**src/common/dbtm_pkg.sv**
```systemverilog
// dual 8-bit timer package: register map, field layout, codes
// assumes a 32-bit avalon-mm slave with byte addresses
package dbtm_pkg;

  // ----------------------------------------------------------------
  // register byte offsets
  // ----------------------------------------------------------------
  localparam int          ADDR_W        = 6;
  localparam logic [5:0]  OFS_LOW_CTRL  = 6'h00;
  localparam logic [5:0]  OFS_HIGH_CTRL = 6'h04;
  localparam logic [5:0]  OFS_LOW_CMP   = 6'h08;
  localparam logic [5:0]  OFS_HIGH_CMP  = 6'h0C;
  localparam logic [5:0]  OFS_LOW_CNT   = 6'h10;
  localparam logic [5:0]  OFS_HIGH_CNT  = 6'h14;
  localparam logic [5:0]  OFS_PORT_CTRL = 6'h18;
  localparam logic [5:0]  OFS_STATUS    = 6'h1C;

  // ----------------------------------------------------------------
  // field positions
  // ----------------------------------------------------------------
  localparam int POS_HIGH_CE   = 7;
  localparam int POS_HIGH_MODE = 2;
  localparam int POS_PIN_DIR   = 0;
  localparam int POS_PIN_LATCH = 1;

  // ----------------------------------------------------------------
  // reset values
  // ----------------------------------------------------------------
  localparam logic [7:0] RST_CTRL      = 8'h00;
  localparam logic [7:0] RST_CMP       = 8'h00;
  localparam logic       RST_PIN_DIR   = 1'h1;
  localparam logic       RST_PIN_LATCH = 1'h0;

  // ----------------------------------------------------------------
  // mode and count clock codes
  // ----------------------------------------------------------------
  localparam logic [2:0] MODE_DISCRETE = 3'h0;
  localparam logic [2:0] MODE_CASCADE  = 3'h5;
  localparam logic [2:0] CLK_DIV1_A    = 3'h0;
  localparam logic [2:0] CLK_DIV4_A    = 3'h1;
  localparam logic [2:0] CLK_DIV1_B    = 3'h2;
  localparam logic [2:0] CLK_DIV4_B    = 3'h3;
  localparam logic [2:0] CLK_DIV8      = 3'h4;
  localparam logic [2:0] CLK_DIV16     = 3'h5;
  localparam int         PRESC_W       = 4;

  // low-order control register layout
  typedef struct packed {
    logic       cnt_en;
    logic       rsvd;
    logic [2:0] clksel;
    logic [1:0] mode;
    logic       out_en;
  } dbtm_lctl_type;

  // shared pin drive
  typedef struct packed {
    logic value;
    logic oe;
  } dbtm_pin_type;

endpackage : dbtm_pkg

```
**src/rtl/dbtm_timer.sv**
```systemverilog
// dual 8-bit timer with square-wave output and 16-bit cascade
// assumes one 100 mhz clock, avalon-mm master, async high reset
//
// Our own choices: the register addresses and the Avalon-MM register port.
`timescale 1ns/1ps

// Functional notes
// - 8-bit square mode inverts output pin on each low counter match.
// - low match clears low counter, keeps counting, raises low irq.
// - low count enable cleared forces square output to zero.
// - output pin starts low when output enable is set.
// - 8-bit square period is 2*(compare+1) count clocks.
// - cascade: high counter is upper byte, low counter lower byte.
// - cascade: only low count enable starts and clears both counters.
// - 16-bit match clears both counters; only low irq raised.
// - 16-bit square toggles only when both counters match together.
// - 16-bit interval is 256*high+low+1 count clocks.
// - 16-bit square period is twice the 16-bit interval.
// - cascade counts on low clock select; set it while stopped.
// - mode code 000 discrete, 101 cascade, others prohibited.
// - clock select gives clk, clk/4, clk/8 or clk/16.
// - first match may be off by one count clock after start.
module dbtm_timer
  import dbtm_pkg::*;
(
  // clock and reset
  input  wire logic              clk,
  input  wire logic              sys_rst,
  // avalon-mm slave
  input  wire logic [ADDR_W-1:0] avs_address,
  input  wire logic              avs_read,
  input  wire logic              avs_write,
  input  wire logic [31:0]       avs_writedata,
  input  wire logic [3:0]        avs_byteenable,
  output logic [31:0]            avs_readdata,
  output logic                   avs_waitrequest,
  // timer events and pins
  output logic                   low_timer_irq,
  output logic                   high_timer_irq,
  output logic                   timer_output_pin,
  output logic                   shared_port_pin_o,
  output logic                   shared_port_pin_oe
);

  // ----------------------------------------------------------------
  // state
  // ----------------------------------------------------------------
  dbtm_lctl_type lctl_ff;
  logic [7:0]    hctl_ff;
  logic [7:0]    low_compare_reg_ff;
  logic [7:0]    high_compare_reg_ff;
  logic [7:0]    low_timer_counter_ff;
  logic [7:0]    high_timer_counter_ff;
  logic          pin_direction_bit_ff;
  logic          pin_latch_ff;
  logic [PRESC_W-1:0] presc_ff;
  logic          tout_ff;
  logic          low_irq_ff;
  logic          high_irq_ff;
  dbtm_pin_type  pin_ff;
  logic [31:0]   rdata_ff;
  logic          wait_ff;

  logic [2:0]    mode_code;
  logic          cascade;
  logic          discrete;
  logic          tick;
  logic          low_run;
  logic          high_run;
  logic          low_hit;
  logic          high_hit;
  logic          casc_hit;
  logic          wr_take;
  logic          low_ce_wr;

  function automatic logic reg_hit(input logic [ADDR_W-1:0] a,
                                   input logic [5:0] ofs);
    reg_hit = (a == ofs);
  endfunction

  // ----------------------------------------------------------------
  // mode decode
  // ----------------------------------------------------------------
  // mode code decode
  assign mode_code = {hctl_ff[POS_HIGH_MODE], lctl_ff.mode};
  assign cascade   = (mode_code == MODE_CASCADE);
  assign discrete  = (mode_code == MODE_DISCRETE);

  // ----------------------------------------------------------------
  // prescaler
  // ----------------------------------------------------------------
  // free-running divider, start not aligned
  always_ff @(posedge clk or posedge sys_rst) begin
    if (sys_rst) begin
      presc_ff <= '0;
    end else begin
      presc_ff <= presc_ff + 4'h1;
    end
  end

  always_comb begin
    unique case (lctl_ff.clksel)
      CLK_DIV1_A, CLK_DIV1_B: tick = 1'b1;
      CLK_DIV4_A, CLK_DIV4_B: tick = (presc_ff[1:0] == 2'h3);
      CLK_DIV8:               tick = (presc_ff[2:0] == 3'h7);
      CLK_DIV16:              tick = (presc_ff == 4'hF);
      default:                tick = 1'b0;
    endcase
  end

  // ----------------------------------------------------------------
  // counters
  // ----------------------------------------------------------------
  // cascade run controlled by low enable only
  assign low_run  = lctl_ff.cnt_en & (discrete | cascade);
  assign high_run = cascade ? lctl_ff.cnt_en
                            : (discrete & hctl_ff[POS_HIGH_CE]);
  assign low_hit  = (low_timer_counter_ff == low_compare_reg_ff);
  assign high_hit = (high_timer_counter_ff == high_compare_reg_ff);
  assign casc_hit = low_hit & high_hit;

  // both clear together on 16-bit match
  // cascade advances on low count clock
  always_ff @(posedge clk or posedge sys_rst) begin
    if (sys_rst) begin
      low_timer_counter_ff <= 8'h00;
    end else if (!low_run) begin
      low_timer_counter_ff <= 8'h00;
    end else if (tick) begin
      if (cascade ? casc_hit : low_hit) begin
        low_timer_counter_ff <= 8'h00;
      end else begin
        low_timer_counter_ff <= low_timer_counter_ff + 8'h01;
      end
    end
  end

  // high counter is upper byte in cascade
  always_ff @(posedge clk or posedge sys_rst) begin
    if (sys_rst) begin
      high_timer_counter_ff <= 8'h00;
    end else if (!high_run) begin
      high_timer_counter_ff <= 8'h00;
    end else if (tick) begin
      if (cascade) begin
        if (casc_hit) begin
          high_timer_counter_ff <= 8'h00;
        end else if (low_timer_counter_ff == 8'hFF) begin
          high_timer_counter_ff <= high_timer_counter_ff + 8'h01;
        end
      end else if (high_hit) begin
        high_timer_counter_ff <= 8'h00;
      end else begin
        high_timer_counter_ff <= high_timer_counter_ff + 8'h01;
      end
    end
  end

  // only the low irq in cascade
  always_ff @(posedge clk or posedge sys_rst) begin
    if (sys_rst) begin
      low_irq_ff  <= 1'b0;
      high_irq_ff <= 1'b0;
    end else begin
      low_irq_ff  <= low_run & tick & (cascade ? casc_hit : low_hit);
      high_irq_ff <= high_run & tick & discrete & high_hit;
    end
  end

  // ----------------------------------------------------------------
  // square-wave output
  // ----------------------------------------------------------------
  // stop forces zero; starts low
  // toggle on 8-bit match; on 16-bit match
  always_ff @(posedge clk or posedge sys_rst) begin
    if (sys_rst) begin
      tout_ff <= 1'b0;
    end else if (!lctl_ff.cnt_en || !lctl_ff.out_en) begin
      tout_ff <= 1'b0;
    end else if (low_run && tick &&
                 (cascade ? casc_hit : low_hit)) begin
      tout_ff <= ~tout_ff;
    end
  end

  // pin mux: timer when enabled, else port latch
  always_ff @(posedge clk or posedge sys_rst) begin
    if (sys_rst) begin
      pin_ff <= '{value: 1'b0, oe: 1'b0};
    end else begin
      pin_ff.value <= lctl_ff.out_en ? tout_ff : pin_latch_ff;
      pin_ff.oe    <= ~pin_direction_bit_ff;
    end
  end

  // ----------------------------------------------------------------
  // avalon-mm slave: one wait cycle per access
  // ----------------------------------------------------------------
  assign wr_take   = avs_write & ~wait_ff & avs_byteenable[0];
  assign low_ce_wr = wr_take & reg_hit(avs_address, OFS_LOW_CTRL);

  always_ff @(posedge clk or posedge sys_rst) begin
    if (sys_rst) begin
      wait_ff <= 1'b1;
    end else begin
      wait_ff <= ~((avs_read | avs_write) & wait_ff);
    end
  end

  // software programs the fields in order
  always_ff @(posedge clk or posedge sys_rst) begin
    if (sys_rst) begin
      lctl_ff              <= dbtm_lctl_type'(RST_CTRL);
      hctl_ff              <= RST_CTRL;
      low_compare_reg_ff   <= RST_CMP;
      high_compare_reg_ff  <= RST_CMP;
      pin_direction_bit_ff <= RST_PIN_DIR;
      pin_latch_ff         <= RST_PIN_LATCH;
    end else if (wr_take) begin
      if (low_ce_wr) begin
        lctl_ff      <= dbtm_lctl_type'(avs_writedata[7:0]);
        lctl_ff.rsvd <= 1'b0;
      end
      if (reg_hit(avs_address, OFS_HIGH_CTRL)) begin
        hctl_ff <= avs_writedata[7:0] & 8'h84;
      end
      if (reg_hit(avs_address, OFS_LOW_CMP)) begin
        low_compare_reg_ff <= avs_writedata[7:0];
      end
      if (reg_hit(avs_address, OFS_HIGH_CMP)) begin
        high_compare_reg_ff <= avs_writedata[7:0];
      end
      if (reg_hit(avs_address, OFS_PORT_CTRL)) begin
        pin_direction_bit_ff <= avs_writedata[POS_PIN_DIR];
        pin_latch_ff         <= avs_writedata[POS_PIN_LATCH];
      end
    end
  end

  always_ff @(posedge clk or posedge sys_rst) begin
    if (sys_rst) begin
      rdata_ff <= 32'h0000_0000;
    end else if ((avs_read | avs_write) & wait_ff) begin
      rdata_ff <= 32'h0000_0000;
      if (avs_read) begin
        unique case (avs_address)
          OFS_LOW_CTRL:  rdata_ff[7:0] <= lctl_ff;
          OFS_HIGH_CTRL: rdata_ff[7:0] <= hctl_ff;
          OFS_LOW_CMP:   rdata_ff[7:0] <= low_compare_reg_ff;
          OFS_HIGH_CMP:  rdata_ff[7:0] <= high_compare_reg_ff;
          OFS_LOW_CNT:   rdata_ff[7:0] <= low_timer_counter_ff;
          OFS_HIGH_CNT:  rdata_ff[7:0] <= high_timer_counter_ff;
          OFS_PORT_CTRL: rdata_ff[1:0] <= {pin_latch_ff,
                                           pin_direction_bit_ff};
          OFS_STATUS:    rdata_ff[2:0] <= {~(discrete | cascade),
                                           cascade, tout_ff};
          default:       rdata_ff <= 32'h0000_0000;
        endcase
      end
    end
  end

  assign avs_readdata       = rdata_ff;
  assign avs_waitrequest    = wait_ff;
  assign low_timer_irq      = low_irq_ff;
  assign high_timer_irq     = high_irq_ff;
  assign timer_output_pin   = tout_ff;
  assign shared_port_pin_o  = pin_ff.value;
  assign shared_port_pin_oe = pin_ff.oe;

  // ----------------------------------------------------------------
  // assertions
  // ----------------------------------------------------------------
  a_sq_toggle: assert property (
    @(posedge clk) disable iff (sys_rst)
    discrete && lctl_ff.cnt_en && lctl_ff.out_en && tick && low_hit
    && !low_ce_wr |=> tout_ff != $past(tout_ff))
    else $error("square output did not toggle on match");

  a_low_clear: assert property (
    @(posedge clk) disable iff (sys_rst)
    discrete && low_run && tick && low_hit && !low_ce_wr
    |=> low_timer_counter_ff == 8'h00 && low_timer_irq)
    else $error("low match did not clear and raise irq");

  a_stop_zero: assert property (
    @(posedge clk) disable iff (sys_rst)
    !lctl_ff.cnt_en |=> !timer_output_pin)
    else $error("output not zero while stopped");

  a_oe_low_start: assert property (
    @(posedge clk) disable iff (sys_rst)
    $rose(lctl_ff.out_en) |-> !tout_ff)
    else $error("output did not start low");

  a_casc_carry: assert property (
    @(posedge clk) disable iff (sys_rst)
    cascade && low_run && tick && !casc_hit && !low_ce_wr
    && low_timer_counter_ff == 8'hFF
    |=> high_timer_counter_ff == $past(high_timer_counter_ff) + 8'h01
        && low_timer_counter_ff == 8'h00)
    else $error("cascade carry into high counter lost");

  a_casc_stop: assert property (
    @(posedge clk) disable iff (sys_rst)
    cascade && !lctl_ff.cnt_en && hctl_ff[POS_HIGH_CE]
    |=> high_timer_counter_ff == 8'h00)
    else $error("high enable not ignored in cascade");

  a_casc_irq: assert property (
    @(posedge clk) disable iff (sys_rst)
    cascade && low_run && tick && casc_hit && !low_ce_wr
    |=> low_timer_irq && !high_timer_irq
        && high_timer_counter_ff == 8'h00)
    else $error("16-bit match irq or clear wrong");

  a_casc_hold: assert property (
    @(posedge clk) disable iff (sys_rst)
    cascade && lctl_ff.cnt_en && lctl_ff.out_en && !low_ce_wr
    && !(tick && casc_hit) |=> $stable(tout_ff))
    else $error("16-bit output toggled without match");

  a_div4_tick: assert property (
    @(posedge clk) disable iff (sys_rst)
    tick && lctl_ff.clksel == CLK_DIV4_A && lctl_ff.cnt_en && !low_ce_wr
    |=> !tick [*3])
    else $error("divide-by-4 count clock too fast");

endmodule // dbtm_timer

```
**config.mk**
```make
export PLATFORM = sky130hd
export DESIGN_NAME = dbtm_timer
export DESIGN_NICKNAME = d
export VERILOG_FILES = /design/src/common/dbtm_pkg.sv /design/src/rtl/dbtm_timer.sv
export SDC_FILE = /design/constraint.sdc
export NUM_CORES = 1
export LEC_CHECK = 0
export BUFFER_PORTS_ARGS = -buffer_cell sky130_fd_sc_hd__buf_2
export CAP_MARGIN = 10
export CORE_MARGIN = 2
export CORE_UTILIZATION = 49
export DETAILED_ROUTE_END_ITERATION = 10
export PLACE_DENSITY = 0.79
export SYNTH_ARGS = -nofsm -noshare
export SYNTH_HDL_FRONTEND = slang
export SYNTH_SLANG_ARGS = --single-unit
```
**constraint.sdc**
```tcl
create_clock -name clk -period 2 [get_ports clk]
set_input_delay 0.2 -clock clk [delete_from_list [all_inputs] [get_ports clk]]
set_output_delay 0.2 -clock clk [all_outputs]
set_load 0.05 [all_outputs]
```
# Yosys cells after proc, flatten, opt, wreduce, memory -nomap -nowiden
# Index checks and enable logic that the tools add are counted.
[word_totals]
elab_cells = 99
input_bits = 46
reg_bits = 85
out_inout_bits = 38
[op_classes]
bitwise_logic = 19
reduce_logical = 17
add_sub_neg = 3
muxes = 19
eq_ne = 22
[op_table]
columns = ["op", "count"]
rows = [
  ["2-to-1 mux 8 bit", 10],
  ["case mux 5 bit (6 select lines)", 1],
  ["equality test 6 x 5 -> 1 bit (second input constant)", 4],
  ["adder 8 x 1 -> 8 bit (second input constant)", 2],
  ["equality test 8 bit", 2],
  ["case mux 2 bit (7 select lines)", 1],
  ["AND 1 bit", 12],
  ["equality test 3 bit (second input constant)", 4],
  ["equality test 6 x 4 -> 1 bit (second input constant)", 2],
  ["AND reduction 2 bit", 6],
  ["equality test 8 bit (second input constant)", 1],
  ["case mux 1 bit (7 select lines)", 1],
  ["equality test 3 x 2 -> 1 bit (second input constant)", 2],
  ["equality test 6 x 3 -> 1 bit (second input constant)", 1],
  ["zero test 3 bit", 2],
  ["zero test 6 bit", 1],
  ["2-to-1 mux 1 bit", 5],
  ["NOT 1 bit", 5],
  ["adder 4 x 1 -> 4 bit (second input constant)", 1],
  ["equality test 4 bit (second input constant)", 1],
  ["!= test 2 bit (second input constant)", 2],
  ["!= test 4 x 2 -> 1 bit (second input constant)", 1],
  ["case mux 1 bit (4 select lines)", 1],
  ["OR reduction 2 bit", 2],
  ["7 further kinds", 10],
]

# Depth between registers and ports, before layout
[depth]
word_depth = 7
mapped_depth = 8
depth_no_buf = 7

# Least setup slack after synthesis
# Ideal clock, no wire load.
[synth_path]
path_type = "register to register"
startpoint = "register presc_ff[0]"
endpoint = "register low_timer_counter_ff[6]"
required_ns = 1.913
path_buffers = 1
setup_slack_ns = 0.096
path_stages_with_launch = 9
setup_ns = 0.087
arrival_time_ns = 1.817
period_less_slack_ns = 1.904
cell_sequence = "dfrtp_1 ha_1 ha_1 o21bai_1 a221o_1 buf_2 a211oi_2 nor2_1 o211ai_1"
[synth_via]
elab_chain_len = 3
elab_cells_between_ends = 5
cone_classes = "eq/ne: 4; mux: 1"
[synth_lines]
columns = ["item", "line", "text"]
rows = [
  ["start: declaration", "dbtm_timer.sv:56", "logic [PRESC_W-1:0] presc_ff;"],
  ["start signal: assignment", "dbtm_timer.sv:97", "presc_ff <= presc_ff + 4'h1;"],
  ["equality test 4 bit, or another cell as far along", "dbtm_timer.sv:106", "CLK_DIV16: tick = (presc_ff == 4'hF);"],
  ["case mux 1 bit (4 select lines) *", "dbtm_timer.sv:102", "unique case (lctl_ff.clksel)"],
  ["!= test 2 bit (no source line) *", "n/a", ""],
  ["end signal: assignment", "dbtm_timer.sv:133", "low_timer_counter_ff <= low_timer_counter_ff + 8'h01;"],
  ["end: declaration", "dbtm_timer.sv:52", "logic [7:0] low_timer_counter_ff;"],
]
# Mark *: on every way between the ends. The rest lies on a longest branch, timed or not.
# A chain may end at the register's enable or synchronous reset.

# Worst setup path in the final report
[layout_path]
startpoint = "register presc_ff[1]"
endpoint = "register high_timer_counter_ff[3]"
[layout_via]
elab_chain_len = 4
elab_cells_between_ends = 6
cone_classes = "eq/ne: 4; mux: 1; reduce/logical: 1"
[layout_lines]
columns = ["item", "line", "text"]
rows = [
  ["equality test 4 bit, or another cell as far along", "dbtm_timer.sv:106", ""],
  ["case mux 1 bit (4 select lines) *", "dbtm_timer.sv:102", ""],
  ["!= test 2 bit (no source line) *", "n/a", ""],
  ["AND reduction 2 bit (no source line) *", "n/a", ""],
  ["end signal: assignment", "dbtm_timer.sv:149", "high_timer_counter_ff <= high_timer_counter_ff + 8'h01;"],
  ["end signal: assignment", "dbtm_timer.sv:154", "high_timer_counter_ff <= high_timer_counter_ff + 8'h01;"],
  ["end: declaration", "dbtm_timer.sv:53", "logic [7:0] high_timer_counter_ff;"],
]
# Marks and branches as above.

==> run metrics <==
status complete, no violations; core area 0.00718 sq mm; Post-Syn Area 0.00360 sq mm; worst slew pin tran 0.605 ns; Die W 89.7 um; Hold Path End pin_direction_bit_ff$_DFFE_PP1P_; worst rel slew slack 59.4%; DR iter-0 viols 344; global route overflow 0; Post-synth EDFFs 0; Setup WS post-layout 0.0312 ns; post-route insts no fill 520; ratio of cells with drive above 1 in the final layout 34.2%; number of global-route vias before repair 2757; Final nets 466; CTS tree yes; Max IR drop VDD 383 uV; Placed Cells 498; Mean Syn Cell Area 10.3 sq um; Worst EP required 2.26 ns; met3 Use GR 4.94%; Synth Register Bits 61; pin count of the biggest net entering global routing 62; Hold Crit Class in -> reg; Final GP Congestion 0.924; Root Driver clkbuf_8; ant diodes 0; Via-to-Cell Ratio 5.73; GRT Util Overall 24.0%; Longest Clk Path Bufs 2; Mapped Cells 350; Slowest cell on crit path a221o_2; clk sink count 61; first drt pass iteration count 5; final WL 8870 um; cell family with most CP delay compound AO/OA/AOI/OAI gates; ANT nets after route 0; Port Buf Inserts 32; Max Freq 0.508 GHz; Leak 0.00214 uW; R2R Setup Slk 0.03 ns; Clk pin slew, worst setup/hold paths 0.06 ns; Pwr Density 672 mW/mm^2; WP data arrival 2.23 ns; Reg2Reg Launch Point presc_ff[1]$_DFF_PP0_; Setup Viol. Count Final 0; GRT Max-Usage Layer met2; Slowest Stage Delay on Critical Path 0.46 ns; FP Rows 31; via count 2982; fin crit share 98.4%; Startpoint Class register; FFs w/ async S/R, synth 100%; worst path buffer plus inverter count 1; post-DP HPWL 6420 um; clock latency on the worst-skew pair 0.35 ns; power consumption 2920 uW; first-pass GRT wire length 14200 um; FF-to-FF End high_timer_counter_ff[3]$_DFFE_PP0P_; # H-tree levels 3; Syn-to-layout area delta 20.7%; post-synthesis sequential area ratio 42.5%; peak fanout along the critical path 8; # Max-Cap Violations 0; CP Capture Type register; hold path depth 3; Pins Over Slew Limit 0; WL/cell 17.1 um; Die ar. 0.00804 sq mm; initial antenna violation count 0; Worst path most repeated cell ha_4; final hold violation count 0; post-route clock skew 0.00574 ns; hold wc startpoint avs_writedata[0]; met2 Use GR 36.4%; cells on worst reg2reg path 8; post-synth cell types 57; type of the worst setup path reg -> reg; Initial Util 50.1%; DP Area 0.00399 sq mm; drt drc 0; CP Cell Sequence ha_4, ha_4, o21bai_1, a221o_2, buf_6, nor4_2, o21ai_1, o211ai_1; met1 usage 32.2%; yosys warns 0; pre-CTS WS -0.0844 ns; most common flop cell mapped by yosys dfrtp_1; fin crit period 1.97 ns; Final Instance Area 0.00434 sq mm; I/O Pins 84; number of buffers created by CTS 9; die height 89.7 um
## cells in the mapped netlist (all sizes together) (3+ instances only)
master | number | area (sq um)
a22oi | 5 | 42.5
a22o | 5 | 43.8
nor3 | 5 | 30.0
xor2 | 16 | 140
buf | 34 | 229
ha | 4 | 50.1
o22ai | 8 | 50.1
nor3b | 5 | 42.5
dfrtp | 59 | 1480
mux2 | 29 | 327
o221ai | 3 | 26.3
o211ai | 6 | 45.0
inv | 13 | 48.8
nor2b | 6 | 37.5
nand3b | 3 | 22.5
and2 | 6 | 37.5
clkbuf | 9 | 35.0
o21ai | 19 | 95.1
mux2i | 6 | 60.1
nor2 | 13 | 48.8
nand2 | 29 | 109
a21oi | 6 | 30.0
nor4 | 9 | 90.1
mux4 | 3 | 67.6
and3 | 3 | 18.8
nand3 | 13 | 65.1
## registers in the layout, summed over array words and instances (netlist names), 2 cells and up
name / cells
avs_readdata: 8
high_compare_reg_ff: 8
high_timer_counter_ff: 8
low_compare_reg_ff: 8
low_timer_counter_ff: 8
lctl_ff: 7
presc_ff: 4
hctl_ff: 2
## final cells by class
| cell class | count | area, sq um |
|---|---|---|
| repair buffers | 75 | 502 |
| clock inverters | 3 | 42.5 |
| multi-input cells | 256 | 1930 |
| fillers | 590 | 2840 |
| well taps | 99 | 124 |
| clock buffers | 13 | 169 |
| inverters | 13 | 48.8 |
| flip-flops and latches | 61 | 1530 |
## cells by family after synthesis
family	count (synthesis)	synth area share (%)
DFF	61	42.5
muxes	38	12.6
AOI/OAI and AO/OA	69	14.0
and+or+nand+nor	103	16.3
buffers and inverters	56	8.70
adders and majority gates	4	1.39
other	1	0.104
xor gates and xnor gates	18	4.38
## routing by layer
metal / routed length, um / vias up
li1: - / 1346
met1: 3650 / 1453
met2: 4200 / 152
met3: 680 / 31
met4: 351 / 0
met5: 0 / -
## per-stage QoR
stage | hold WS (ns) | util (%) | setup TNS (ns)
after floorplan | 0.309 | - | 0
after global placement | 0.285 | 55.6 | 0
after detailed placement | 0.286 | 55.6 | -0.159
after CTS | 0.0843 | 58.9 | 0
after global routing | 0.0984 | 60.5 | -0.0480
final | 0.0932 | 60.5 | 0
## power breakdown
part           switching, uW  internal [uW]  leakage [uW]
Sequential              41.2           1270      0.000836
Clock                    478            676      0.000106
Combinational            310            139       0.00119
Total                    830           2090       0.00214
## worst min-delay path, delay by kind of cell
kind            cells  cell delay, ns
simple gates        1            0.05
buf+inv             1            0.12
compound gates      1            0.06
## cells in the final DEF (no fill, tap or decap), types with 13 or more instances in the layout
cell | netlist | layout
buf_2 | 9 | 32
o21ai_0 | 18 | 15
mux2_2 | 29 | 29
nand3_1 | 13 | 13
conb_1 | 1 | 24
buf_4 | 24 | 40
nor2_1 | 13 | 13
nand2_1 | 29 | 29
dfrtp_1 | 59 | 59
xor2_1 | 16 | 16
## worst max-delay path by stage
stage               depth (start not counted)                                    to  slack [ns]                          startpoint
floorplan                                   8   low_timer_counter_ff[6]$_DFFE_PP0P_         0.1               presc_ff[0]$_DFF_PP0_
finish                                      8  high_timer_counter_ff[3]$_DFFE_PP0P_        0.03               presc_ff[1]$_DFF_PP0_
detailed placement                          7   low_timer_counter_ff[0]$_DFFE_PP0P_       -0.08               presc_ff[0]$_DFF_PP0_
global placement                            5          timer_output_pin$_DFFE_PP0P_        0.02  high_compare_reg_ff[4]$_DFFE_PP0P_
CTS                                         8  high_timer_counter_ff[4]$_DFFE_PP0P_       0.002               presc_ff[0]$_DFF_PP0_
global route                                8  high_timer_counter_ff[7]$_DFFE_PP0P_       -0.02               presc_ff[1]$_DFF_PP0_
## what timing repair did
item                       in CTS  in global routing
gates resized for setup         4                 14
hold endpoints to repair       59                  0
setup endpoints to repair       6                 16
hold buffers                    1                  0
setup buffers                   0                  5
pin swaps                       1                  5
No activity file was read; power rests on OpenSTA's default activity.
